<file path="src/drive_monitor_consts.svh">
// Constants for the drive status monitor: offsets, fields, reset values, timing
`ifndef DRIVE_MONITOR_CONSTS_SVH
`define DRIVE_MONITOR_CONSTS_SVH
// Register byte offsets
`define OFS_CTRL 12'h000
`define OFS_OVC 12'h004
`define OFS_OVC_DLY 12'h008
`define OFS_BAND1 12'h00C
`define OFS_BAND2 12'h010
`define OFS_TIMER 12'h014
`define OFS_ANALOG_LIM 12'h018
`define OFS_HEAT 12'h01C
`define OFS_WAKE 12'h020
`define OFS_SLEEP 12'h024
`define OFS_RUNTGT 12'h028
`define OFS_MEAS_I 12'h02C
`define OFS_MEAS_AV 12'h030
`define OFS_MEAS_SF 12'h034
`define OFS_REMAIN 12'h038
`define OFS_STATUS 12'h03C
`define OFS_IRQ_STAT 12'h040
`define OFS_IRQ_MASK 12'h044
// Control register fields
`define CTRL_RUN_CMD 0
`define CTRL_TIMER_EN 1
`define CTRL_FAN_MODE 2
`define CTRL_LOOP_STOP 3
`define CTRL_SRC_LOOP 4
// Status and interrupt bit positions
`define ST_OVC 0
`define ST_BAND1 1
`define ST_BAND2 2
`define ST_TIMER 3
`define ST_ANALOG 4
`define ST_HEAT 5
`define ST_RUNTIME 6
`define ST_SLEEP 7
`define ST_BITS 8
// Reset values (0.1 % of rated current, 0.01 V, degrees C, 0.1 min)
`define RST_OVC 16'h07D0
`define RST_BAND_VAL 16'h03E8
`define RST_BAND_WID 16'h0000
`define RST_ALO 16'h0136
`define RST_AHI 16'h02A8
`define RST_AMAX 16'h03E8
`define RST_HEAT 8'h4B
`define FAN_TEMP 8'h28
`define ZERO16 16'h0000
// Timing: one tick every 0.01 s; 100 ms per 0.1 s step, 6 s per 0.1 min step
`define CLK_HZ 40000000
`define TICK_MS 10
`define TICK_CYC ((`CLK_HZ / 1000) * `TICK_MS)
`define TICKS_DSEC 10
`define TICKS_DMIN 600
`endif

</file>
<file path="src/drive_monitor_pkg.sv">
// Types shared by the drive status monitor
package drive_monitor_pkg;
    typedef enum logic [1:0] {
        RUN_STOPPED = 2'b00,
        RUN_ACTIVE = 2'b01,
        RUN_SLEEP = 2'b11,
        RUN_WAKING = 2'b10
    } run_state_t;
endpackage : drive_monitor_pkg

</file>
<file path="src/drive_monitor.sv">
// Drive status monitor: current, timer, analog, heat, fan, sleep and wake supervision
`timescale 1ns/1ps
`include "drive_monitor_consts.svh"
module drive_monitor
    import drive_monitor_pkg::*;
#(
    parameter int TICK_CYCLES = `TICK_CYC
) (
    input wire logic CLK_I,
    input wire logic RST_N_I,
    input wire logic HSEL_I,
    input wire logic [11:0] HADDR_I,
    input wire logic [1:0] HTRANS_I,
    input wire logic HWRITE_I,
    input wire logic [2:0] HSIZE_I,
    input wire logic [31:0] HWDATA_I,
    input wire logic HREADY_I,
    output logic [31:0] HRDATA_O,
    output logic HREADYOUT_O,
    output logic HRESP_O,
    output logic OVERCURRENT_O,
    output logic BAND1_O,
    output logic BAND2_O,
    output logic TIMER_REACHED_O,
    output logic ANALOG_LIMIT_O,
    output logic HEAT_O,
    output logic RUNTIME_REACHED_O,
    output logic FAN_O,
    output logic RUN_O,
    output logic LOOP_ENABLE_O,
    output logic IRQ_O
);
    ////////////////////////////////////////////////////////////////////////////////////
    // Bus slave
    logic wr_pend_ff;
    logic [11:0] wr_addr_ff;
    logic [31:0] ctrl_ff, ovc_ff, ovc_dly_ff, band1_ff, band2_ff, timer_ff, alim_ff;
    logic [31:0] heat_ff, wake_ff, sleep_ff, runtgt_ff, meas_i_ff, meas_av_ff, meas_sf_ff;
    logic [`ST_BITS-1:0] irq_stat_ff, irq_mask_ff, status_ff, status_d_ff;
    logic [15:0] remain_ff;
    logic [31:0] nxt_rdata;
    logic addr_phase;
    logic wr_now;

    assign addr_phase = HSEL_I && HREADY_I && HTRANS_I[1];
    assign wr_now = wr_pend_ff;

    // Write capture: writes are accepted zero-wait, data lands one phase later
    always_ff @(posedge CLK_I or negedge RST_N_I) begin
        if (!RST_N_I) begin
            wr_pend_ff <= 1'b0;
            wr_addr_ff <= 12'h000;
        end else begin
            wr_pend_ff <= addr_phase && HWRITE_I;
            wr_addr_ff <= HADDR_I;
        end
    end

    // Read mux; unmapped addresses read as zero with OKAY
    always_comb begin
        nxt_rdata = 32'h00000000;
        case (HADDR_I)
            `OFS_CTRL: nxt_rdata = ctrl_ff;
            `OFS_OVC: nxt_rdata = ovc_ff;
            `OFS_OVC_DLY: nxt_rdata = ovc_dly_ff;
            `OFS_BAND1: nxt_rdata = band1_ff;
            `OFS_BAND2: nxt_rdata = band2_ff;
            `OFS_TIMER: nxt_rdata = timer_ff;
            `OFS_ANALOG_LIM: nxt_rdata = alim_ff;
            `OFS_HEAT: nxt_rdata = heat_ff;
            `OFS_WAKE: nxt_rdata = wake_ff;
            `OFS_SLEEP: nxt_rdata = sleep_ff;
            `OFS_RUNTGT: nxt_rdata = runtgt_ff;
            `OFS_MEAS_I: nxt_rdata = meas_i_ff;
            `OFS_MEAS_AV: nxt_rdata = meas_av_ff;
            `OFS_MEAS_SF: nxt_rdata = meas_sf_ff;
            `OFS_REMAIN: nxt_rdata = {16'h0000, remain_ff};
            `OFS_STATUS: nxt_rdata = {24'h000000, status_ff};
            `OFS_IRQ_STAT: nxt_rdata = {24'h000000, irq_stat_ff};
            `OFS_IRQ_MASK: nxt_rdata = {24'h000000, irq_mask_ff};
            default: nxt_rdata = 32'h00000000;
        endcase
    end

    // Read data registered in the address phase so it stands in the data phase
    always_ff @(posedge CLK_I or negedge RST_N_I) begin
        if (!RST_N_I) begin
            HRDATA_O <= 32'h00000000;
            HREADYOUT_O <= 1'b0;
            HRESP_O <= 1'b0;
        end else begin
            if (addr_phase && !HWRITE_I) begin
                HRDATA_O <= nxt_rdata;
            end
            HREADYOUT_O <= 1'b1;
            HRESP_O <= 1'b0;
        end
    end

    // Setting registers; measurement values are written by the drive core
    always_ff @(posedge CLK_I or negedge RST_N_I) begin
        if (!RST_N_I) begin
            ctrl_ff <= 32'h00000000;
            ovc_ff <= {16'h0000, `RST_OVC};
            ovc_dly_ff <= 32'h00000000;
            band1_ff <= {`RST_BAND_WID, `RST_BAND_VAL};
            band2_ff <= {`RST_BAND_WID, `RST_BAND_VAL};
            timer_ff <= 32'h00000000;
            alim_ff <= {`RST_AHI, `RST_ALO};
            heat_ff <= {24'h000000, `RST_HEAT};
            wake_ff <= 32'h00000000;
            sleep_ff <= 32'h00000000;
            runtgt_ff <= 32'h00000000;
            meas_i_ff <= 32'h00000000;
            meas_av_ff <= 32'h00000000;
            meas_sf_ff <= 32'h00000000;
            irq_mask_ff <= '0;
        end else if (wr_now) begin
            case (wr_addr_ff)
                `OFS_CTRL: ctrl_ff <= HWDATA_I;
                `OFS_OVC: ovc_ff <= HWDATA_I;
                `OFS_OVC_DLY: ovc_dly_ff <= HWDATA_I;
                `OFS_BAND1: band1_ff <= HWDATA_I;
                `OFS_BAND2: band2_ff <= HWDATA_I;
                `OFS_TIMER: timer_ff <= HWDATA_I;
                `OFS_ANALOG_LIM: alim_ff <= HWDATA_I;
                `OFS_HEAT: heat_ff <= HWDATA_I;
                `OFS_WAKE: wake_ff <= HWDATA_I;
                `OFS_SLEEP: sleep_ff <= HWDATA_I;
                `OFS_RUNTGT: runtgt_ff <= HWDATA_I;
                `OFS_MEAS_I: meas_i_ff <= HWDATA_I;
                `OFS_MEAS_AV: meas_av_ff <= HWDATA_I;
                `OFS_MEAS_SF: meas_sf_ff <= HWDATA_I;
                `OFS_IRQ_MASK: irq_mask_ff <= HWDATA_I[`ST_BITS-1:0];
                default: ;
            endcase
        end
    end

    ////////////////////////////////////////////////////////////////////////////////////
    // Time base: 10 ms tick; tenth-second and tenth-minute steps are counted as 10 and 600 ticks
    logic [31:0] tick_cnt_ff;
    logic tick_ff;
    always_ff @(posedge CLK_I or negedge RST_N_I) begin
        if (!RST_N_I) begin
            tick_cnt_ff <= 32'h00000000;
            tick_ff <= 1'b0;
        end else if (tick_cnt_ff >= 32'(TICK_CYCLES - 1)) begin
            tick_cnt_ff <= 32'h00000000;
            tick_ff <= 1'b1;
        end else begin
            tick_cnt_ff <= tick_cnt_ff + 32'h00000001;
            tick_ff <= 1'b0;
        end
    end

    ////////////////////////////////////////////////////////////////////////////////////
    // Level detectors
    logic [15:0] cur;
    logic [16:0] b1_hi, b1_lo, b2_hi, b2_lo;
    logic ovc_cond, band1_cond, band2_cond, analog_cond, heat_cond;
    assign cur = meas_i_ff[15:0];
    assign ovc_cond = (ovc_ff[15:0] != `ZERO16) && (cur >= ovc_ff[15:0]);
    assign b1_hi = {1'b0, band1_ff[15:0]} + {1'b0, band1_ff[31:16]};
    assign b1_lo = {1'b0, band1_ff[15:0]} - {1'b0, band1_ff[31:16]};
    assign b2_hi = {1'b0, band2_ff[15:0]} + {1'b0, band2_ff[31:16]};
    assign b2_lo = {1'b0, band2_ff[15:0]} - {1'b0, band2_ff[31:16]};
    // Low bound clamps at zero when the amplitude exceeds the value
    assign band1_cond = ({1'b0, cur} <= b1_hi) && (b1_lo[16] || ({1'b0, cur} >= b1_lo));
    assign band2_cond = ({1'b0, cur} <= b2_hi) && (b2_lo[16] || ({1'b0, cur} >= b2_lo));
    assign analog_cond = (meas_av_ff[15:0] > alim_ff[31:16]) ||
                         (meas_av_ff[15:0] < alim_ff[15:0]);
    assign heat_cond = meas_i_ff[23:16] >= heat_ff[7:0];

    // Overcurrent qualification delay in 10 ms ticks
    logic [31:0] ovc_cnt_ff;
    logic ovc_q_ff;
    always_ff @(posedge CLK_I or negedge RST_N_I) begin
        if (!RST_N_I) begin
            ovc_cnt_ff <= 32'h00000000;
            ovc_q_ff <= 1'b0;
        end else if (!ovc_cond) begin
            ovc_cnt_ff <= 32'h00000000;
            ovc_q_ff <= 1'b0;
        end else begin
            if (tick_ff && !ovc_q_ff) begin
                ovc_cnt_ff <= ovc_cnt_ff + 32'h00000001;
            end
            ovc_q_ff <= ovc_cnt_ff > ovc_dly_ff;
        end
    end

    ////////////////////////////////////////////////////////////////////////////////////
    // Run, sleep and wake sequencer
    run_state_t state_ff;
    logic [31:0] sw_cnt_ff, run_cnt_ff, tmr_cnt_ff;
    logic run_cmd, sleep_en, low_freq, high_freq, timer_expired, runtime_hit;
    logic [15:0] fset;
    assign run_cmd = ctrl_ff[`CTRL_RUN_CMD];
    assign fset = meas_sf_ff[15:0];
    assign sleep_en = (wake_ff[15:0] != `ZERO16) || (sleep_ff[15:0] != `ZERO16);
    assign low_freq = sleep_en && (fset <= sleep_ff[15:0]);
    assign high_freq = sleep_en && (fset >= wake_ff[15:0]);
    // Timer counts in 10 ms ticks against tenth-minute units
    assign timer_expired = ctrl_ff[`CTRL_TIMER_EN] &&
                           (tmr_cnt_ff >= timer_ff[15:0] * `TICKS_DMIN);
    assign runtime_hit = (run_cnt_ff >= runtgt_ff[15:0] * `TICKS_DMIN);

    always_ff @(posedge CLK_I or negedge RST_N_I) begin
        if (!RST_N_I) begin
            state_ff <= RUN_STOPPED;
            sw_cnt_ff <= 32'h00000000;
        end else begin
            case (state_ff)
                RUN_STOPPED: begin
                    sw_cnt_ff <= 32'h00000000;
                    if (run_cmd && !status_ff[`ST_TIMER]) begin
                        state_ff <= RUN_ACTIVE;
                    end
                end
                RUN_ACTIVE: begin
                    if (!run_cmd || timer_expired) begin
                        state_ff <= RUN_STOPPED;
                    end else if (!low_freq) begin
                        sw_cnt_ff <= 32'h00000000;
                    end else if (sw_cnt_ff >= sleep_ff[31:16] * `TICKS_DSEC) begin
                        state_ff <= RUN_SLEEP;
                        sw_cnt_ff <= 32'h00000000;
                    end else if (tick_ff) begin
                        sw_cnt_ff <= sw_cnt_ff + 32'h00000001;
                    end
                end
                RUN_SLEEP: begin
                    if (!run_cmd) begin
                        state_ff <= RUN_STOPPED;
                    end else if (high_freq || !sleep_en) begin
                        state_ff <= RUN_WAKING;
                    end
                end
                RUN_WAKING: begin
                    if (!run_cmd) begin
                        state_ff <= RUN_STOPPED;
                    end else if (!high_freq && sleep_en) begin
                        state_ff <= RUN_SLEEP;
                        sw_cnt_ff <= 32'h00000000;
                    end else if (sw_cnt_ff >= wake_ff[31:16] * `TICKS_DSEC) begin
                        state_ff <= RUN_ACTIVE;
                        sw_cnt_ff <= 32'h00000000;
                    end else if (tick_ff) begin
                        sw_cnt_ff <= sw_cnt_ff + 32'h00000001;
                    end
                end
                default: state_ff <= RUN_STOPPED;
            endcase
        end
    end

    // Run timers restart from zero at every start out of stop
    always_ff @(posedge CLK_I or negedge RST_N_I) begin
        if (!RST_N_I) begin
            run_cnt_ff <= 32'h00000000;
            tmr_cnt_ff <= 32'h00000000;
        end else if (state_ff == RUN_STOPPED) begin
            run_cnt_ff <= 32'h00000000;
            tmr_cnt_ff <= 32'h00000000;
        end else if (tick_ff) begin
            run_cnt_ff <= run_cnt_ff + 32'h00000001;
            if (ctrl_ff[`CTRL_TIMER_EN] && !timer_expired) begin
                tmr_cnt_ff <= tmr_cnt_ff + 32'h00000001;
            end
        end
    end

    // Remaining time in tenths of a minute, rounded up
    always_ff @(posedge CLK_I or negedge RST_N_I) begin
        if (!RST_N_I) begin
            remain_ff <= 16'h0000;
        end else if (timer_expired || !ctrl_ff[`CTRL_TIMER_EN]) begin
            remain_ff <= 16'h0000;
        end else begin
            remain_ff <= 16'(timer_ff[15:0] - 16'(tmr_cnt_ff / `TICKS_DMIN));
        end
    end

    ////////////////////////////////////////////////////////////////////////////////////
    // Status outputs, fan and interrupts
    logic running;
    logic [`ST_BITS-1:0] nxt_status;
    assign running = (state_ff == RUN_ACTIVE);
    assign nxt_status = {state_ff == RUN_SLEEP, running && runtime_hit, heat_cond,
                         analog_cond, timer_expired || status_ff[`ST_TIMER] && !running &&
                         run_cmd, band2_cond, band1_cond, ovc_q_ff};

    always_ff @(posedge CLK_I or negedge RST_N_I) begin
        if (!RST_N_I) begin
            status_ff <= '0;
            status_d_ff <= '0;
            FAN_O <= 1'b0;
            RUN_O <= 1'b0;
            LOOP_ENABLE_O <= 1'b0;
        end else begin
            status_ff <= nxt_status;
            status_d_ff <= status_ff;
            RUN_O <= running && !timer_expired;
            if (ctrl_ff[`CTRL_FAN_MODE]) begin
                FAN_O <= 1'b1;
            end else if (running) begin
                FAN_O <= 1'b1;
            end else if (meas_i_ff[23:16] > `FAN_TEMP) begin
                FAN_O <= 1'b1;
            end else if (meas_i_ff[23:16] < `FAN_TEMP) begin
                FAN_O <= 1'b0;
            end
            // Loop controller runs while driving, and in sleep or waking only if allowed
            LOOP_ENABLE_O <= running || (ctrl_ff[`CTRL_SRC_LOOP] && ctrl_ff[`CTRL_LOOP_STOP] &&
                                         state_ff != RUN_STOPPED);
        end
    end

    assign OVERCURRENT_O = status_ff[`ST_OVC];
    assign BAND1_O = status_ff[`ST_BAND1];
    assign BAND2_O = status_ff[`ST_BAND2];
    assign TIMER_REACHED_O = status_ff[`ST_TIMER];
    assign ANALOG_LIMIT_O = status_ff[`ST_ANALOG];
    assign HEAT_O = status_ff[`ST_HEAT];
    assign RUNTIME_REACHED_O = status_ff[`ST_RUNTIME];

    // Sticky events on rising status; a new event wins over a write-one clear
    always_ff @(posedge CLK_I or negedge RST_N_I) begin
        if (!RST_N_I) begin
            irq_stat_ff <= '0;
            IRQ_O <= 1'b0;
        end else begin
            if (wr_now && wr_addr_ff == `OFS_IRQ_STAT) begin
                irq_stat_ff <= (irq_stat_ff & ~HWDATA_I[`ST_BITS-1:0]) |
                               (status_ff & ~status_d_ff);
            end else begin
                irq_stat_ff <= irq_stat_ff | (status_ff & ~status_d_ff);
            end
            IRQ_O <= |(irq_stat_ff & irq_mask_ff);
        end
    end

    ////////////////////////////////////////////////////////////////////////////////////
    // Checks
    AST_OVC_ZERO: assert property (@(posedge CLK_I) disable iff (!RST_N_I)
        !ovc_cond |=> ##1 !OVERCURRENT_O) else $error("overcurrent without cause");
    AST_OVC_CLR: assert property (@(posedge CLK_I) disable iff (!RST_N_I)
        !ovc_cond |=> ovc_cnt_ff == 32'h00000000) else $error("delay not cleared");
    AST_BAND1: assert property (@(posedge CLK_I) disable iff (!RST_N_I)
        $stable(meas_i_ff) && $stable(band1_ff) |=> BAND1_O ==
        (({1'b0, $past(cur)} + {1'b0, $past(band1_ff[31:16])} >= {1'b0, $past(band1_ff[15:0])}) &&
         ({1'b0, $past(cur)} <= {1'b0, $past(band1_ff[15:0])} + {1'b0, $past(band1_ff[31:16])})))
        else $error("band one mismatch");
    AST_ANALOG: assert property (@(posedge CLK_I) disable iff (!RST_N_I)
        analog_cond |=> ANALOG_LIMIT_O) else $error("analog limit missed");
    AST_HEAT: assert property (@(posedge CLK_I) disable iff (!RST_N_I)
        heat_cond |=> HEAT_O) else $error("heat threshold missed");
    AST_FAN1: assert property (@(posedge CLK_I) disable iff (!RST_N_I)
        ctrl_ff[`CTRL_FAN_MODE] |=> FAN_O) else $error("fan not continuous");
    AST_FANRUN: assert property (@(posedge CLK_I) disable iff (!RST_N_I)
        running |=> FAN_O) else $error("fan off while running");
    AST_TIMER_STOP: assert property (@(posedge CLK_I) disable iff (!RST_N_I)
        running && timer_expired |=> state_ff == RUN_STOPPED ##1 TIMER_REACHED_O)
        else $error("timer expiry did not stop");
    AST_NOSLEEP: assert property (@(posedge CLK_I) disable iff (!RST_N_I)
        !sleep_en && state_ff == RUN_ACTIVE |=> state_ff != RUN_SLEEP)
        else $error("sleep while disabled");
    AST_TMR_START: assert property (@(posedge CLK_I) disable iff (!RST_N_I)
        state_ff == RUN_STOPPED |=> tmr_cnt_ff == 32'h00000000)
        else $error("timer not restarted");
endmodule : drive_monitor

</file>
<file path="config.mk">
export PLATFORM = sky130hd
export DESIGN_NAME = drive_monitor
export DESIGN_NICKNAME = d
export VERILOG_FILES = /design/src/drive_monitor_pkg.sv /design/src/drive_monitor.sv
export VERILOG_INCLUDE_DIRS = /design/src
export SDC_FILE = /design/constraint.sdc
export NUM_CORES = 2
export LEC_CHECK = 0
export BUFFER_PORTS_ARGS = -buffer_cell sky130_fd_sc_hd__clkbuf_2
export CAP_MARGIN = 25
export CORE_MARGIN = 4
export CORE_UTILIZATION = 62
export DETAILED_ROUTE_END_ITERATION = 6
export PLACE_DENSITY = 0.79
export SKIP_CTS_REPAIR_TIMING = 1
export SYNTH_ARGS = -nofsm -noshare
export SYNTH_HDL_FRONTEND = slang
export SYNTH_SLANG_ARGS = --single-unit
</file>
<file path="constraint.sdc">
create_clock -name CLK_I -period 58.4 [get_ports CLK_I]
set_clock_uncertainty 0.2 [all_clocks]
set_input_delay 2.92 -clock CLK_I [delete_from_list [all_inputs] [get_ports CLK_I]]
set_output_delay 2.92 -clock CLK_I [all_outputs]
set_load 0.03 [all_outputs]
</file>
==> flow_summary.json <==
{
  "synthToLayoutAreaGrowth_pct": 7.48,
  "clk_latency_ns": 0.66,
  "cp_max_fo": 22,
  "cpMostUsedCell": "a21o_1",
  "dieArea_sq_mm": 0.0915,
  "drtIter0Drc": 5120,
  "path_buf_inv": 4,
  "crit_slowest_cell": "xnor2_1",
  "p_int_w": 0.000827,
  "relSlewSlack_pct": 24.2,
  "avgSynthCellArea_sq_um": 9.20,
  "rsz0062_at_grt": "false",
  "core_sq_mm": 0.0855,
  "cp_top_family": "compound AO/OA/AOI/OAI gates",
  "power.total_w": 0.00115,
  "final_antenna_net_count": 0,
  "numCtsBuffers": 77,
  "power_density_mw_per_mm2": 19.8,
  "p_leak_nw": 27.3,
  "synth_flop_cell": "dfrtp_1",
  "die_w_um": 302,
  "holdWs_ns": 0.190,
  "cts_sinks": 710,
  "wl_per_cell_um": 23.2,
  "grt_pass1_wl_mm": 251,
  "status": "finished with violations",
  "worstHoldPathType": "register to register",
  "swShare_pct": 27.8,
  "die_h_um": 302,
  "synth-edff-count": 0,
  "failed_checks": "design-rule violations",
  "synth_warnings": 0,
  "dr_total_vias": 46200,
  "ys_seq_area_share_pct": 33.1,
  "finalHoldViolations": 0,
  "path_clk_slew_ns": 0.06,
  "grt_max_degree": 173,
  "period_minus_slack_ns": 26.00,
  "grt.total_usage_pct": 35.0,
  "num_io_pins": 99,
  "fin_nets": 6461,
  "ys_types": 148,
  "drt_pass1_iterations": 7,
  "crit_arrival_ns": 26.32,
  "drive_gt1_share_pct": 13.7,
  "port_buffers": 93,
  "cts_buffer_depth": 3,
  "yosys_register_bits": 710,
  "drc": 6,
  "root_buffer": "clkbuf_16",
  "wl_mm": 163,
  "tightest_slew_ns": 1.13,
  "drv_cap": 0,
  "setup_viol_count_final": 0,
  "ir_drop_v": 0.0000212,
  "start_kind": "register",
  "fin_tns_setup_ns": 0,
  "drv_slew": 0,
  "critPathCaptureType": "register",
  "max_freq_ghz": 0.0385,
  "syn_inst": 5842,
  "syn-cell-area_sq_mm": 0.0538,
  "cts_htree_levels": 3,
  "period_share_pct": 44.5,
  "criticalPathCategory": "register to register",
  "power.switching_w": 0.000319,
  "dp_hpwl_mm": 118,
  "gp_congestion": 0.989,
  "grt.overflow.total": 0,
  "core.rowCount": 107,
  "grt_pass1_vias": 43800,
  "cp.required_ns": 58.72,
  "pwr-share-comb_pct": 10.9,
  "cts_tree": "built",
  "viasPerCell": 6.58,
  "antenna_found_initial": 19,
  "critPathMaxStageDelay_ns": 0.83,
  "async_reset_ff_share_pct": 100,
  "seqPwrFrac_pct": 45.2,
  "clkPwrFrac_pct": 44.0,
  "start_util_pct": 62.8
}
## layout by cell type (no fill, tap or decap), drive strengths merged, types with 42 or more instances in the layout
cell and n:
dfrtp 679, ha 536, inv 490, nand2 440, o21ai 426, nor2 397
mux2 358, a21oi 318, clkbuf 207, xnor2 195, nand3 155, a22oi 151
a21o 108, nand2b 89, nor3 82, xor2 77, nand4 77, buf 70
a221oi 65, nor2b 64, and3 61, fa 53, a22o 51, nor4 49
mux2i 47, or3 42
## cell type report
| type | instances | area [sq um] |
|---|---|---|
| inverter | 489 | 1860 |
| antenna | 4 | 10.0 |
| clock buffer | 114 | 2260 |
| fill | 6555 | 27800 |
| clock inverter | 27 | 352 |
| tap | 1144 | 1430 |
| sequential | 710 | 17800 |
| multi-input combinational | 4377 | 32900 |
| timing repair buffer | 163 | 1120 |
## cell usage after synthesis (89+ instances only)
library cell	n	area, sq um
dfrtp_1	679	17000
ha_1	536	6710
inv_1	475	1780
clkbuf_1	182	683
o21ai_0	398	1990
mux2_2	350	3940
nor2_1	392	1470
nand2b_1	89	557
xnor2_1	193	1690
nand2_1	436	1640
a22oi_1	149	1120
a21oi_1	311	1560
a21o_1	104	781
nand3_1	154	771
## worst register-to-register path, delay by kind of cell, from the launching register on
family,cells,cell delay [ns]
AO/OA/AOI/OAI,42,13.54
AND/OR/NAND/NOR,23,6.52
adder cells (fa/ha/maj),1,0.22
XOR/XNOR,5,1.75
flip-flops,1,0.65
multiplexers,7,2.32
buffers and inverters,4,0.65
## final timing paths
path	start	end	slack, ns	cells after the start
worst max-delay path	tmr_cnt_ff[19]$_DFFE_PN0P_	remain_ff[15]$_DFF_PN0_	32.40	82
worst min-delay path	ovc_q_ff$_DFF_PN0_	status_ff[0]$_DFF_PN0_	0.19	0
worst max register to register	tmr_cnt_ff[19]$_DFFE_PN0P_	remain_ff[15]$_DFF_PN0_	32.40	82
worst min register to register	ovc_q_ff$_DFF_PN0_	status_ff[0]$_DFF_PN0_	0.19	0
max in group asynchronous	RST_N_I	ovc_ff[9]$_DFFE_PN1P_	53.08	5
min in group asynchronous	RST_N_I	sw_cnt_ff[18]$_DFFE_PN0P_	2.07	1
## layer usage
metal | part of all wire (%) | vias to the layer above | GRT usage, %
met4 | 5.3 | 18 | 15.5
met3 | 12 | 512 | 9.63
li1 | - | 20900 | -
met2 | 43 | 2343 | 52.8
met5 | 0.070 | - | 0
met1 | 40 | 22400 | 47.5
## power by group through the flow
stage / clock network (W) / registers [W] / logic (W)
3_3_place_gp: 0 / 0.000525 / 0.000116
5_1_grt: 0.000526 / 0.000518 / 0.000137
3_5_place_dp: 0 / 0.000525 / 0.000120
6_report: 0.000504 / 0.000517 / 0.000124
2_1_floorplan: 0 / 0.000522 / 0.0000726
4_1_cts: 0.000505 / 0.000517 / 0.000121
## kinds of logic (layout without fill, tap and decap cells)
group / Yosys count / count (layout) / synth area share [%]
buffers and inverters: 768 / 793 / 5.90
adder cells (fa/ha/maj): 599 / 599 / 14.6
AO/OA/AOI/OAI: 1523 / 1523 / 19.2
AND/OR/NAND/NOR: 1560 / 1560 / 14.1
flip-flops: 710 / 710 / 33.1
multiplexers: 408 / 408 / 8.58
other: 2 / 19 / 0.0140
XOR/XNOR: 272 / 272 / 4.46
## per-stage QoR
step | setup WS (ns) | instance area, sq um | instances | util (%)
after CTS | 32.64 | 57600 | 7015 | 67.3
after global placement | 32.99 | 55000 | 6871 | 64.3
after floorplan | 38.46 | 53800 | 5855 | -
after global routing | 30.44 | 57800 | 7024 | 67.5
after detailed placement | 32.78 | 55000 | 6874 | 64.3
final | 32.40 | 57800 | 7028 | 67.5
(Power assumes the default switching activity.)
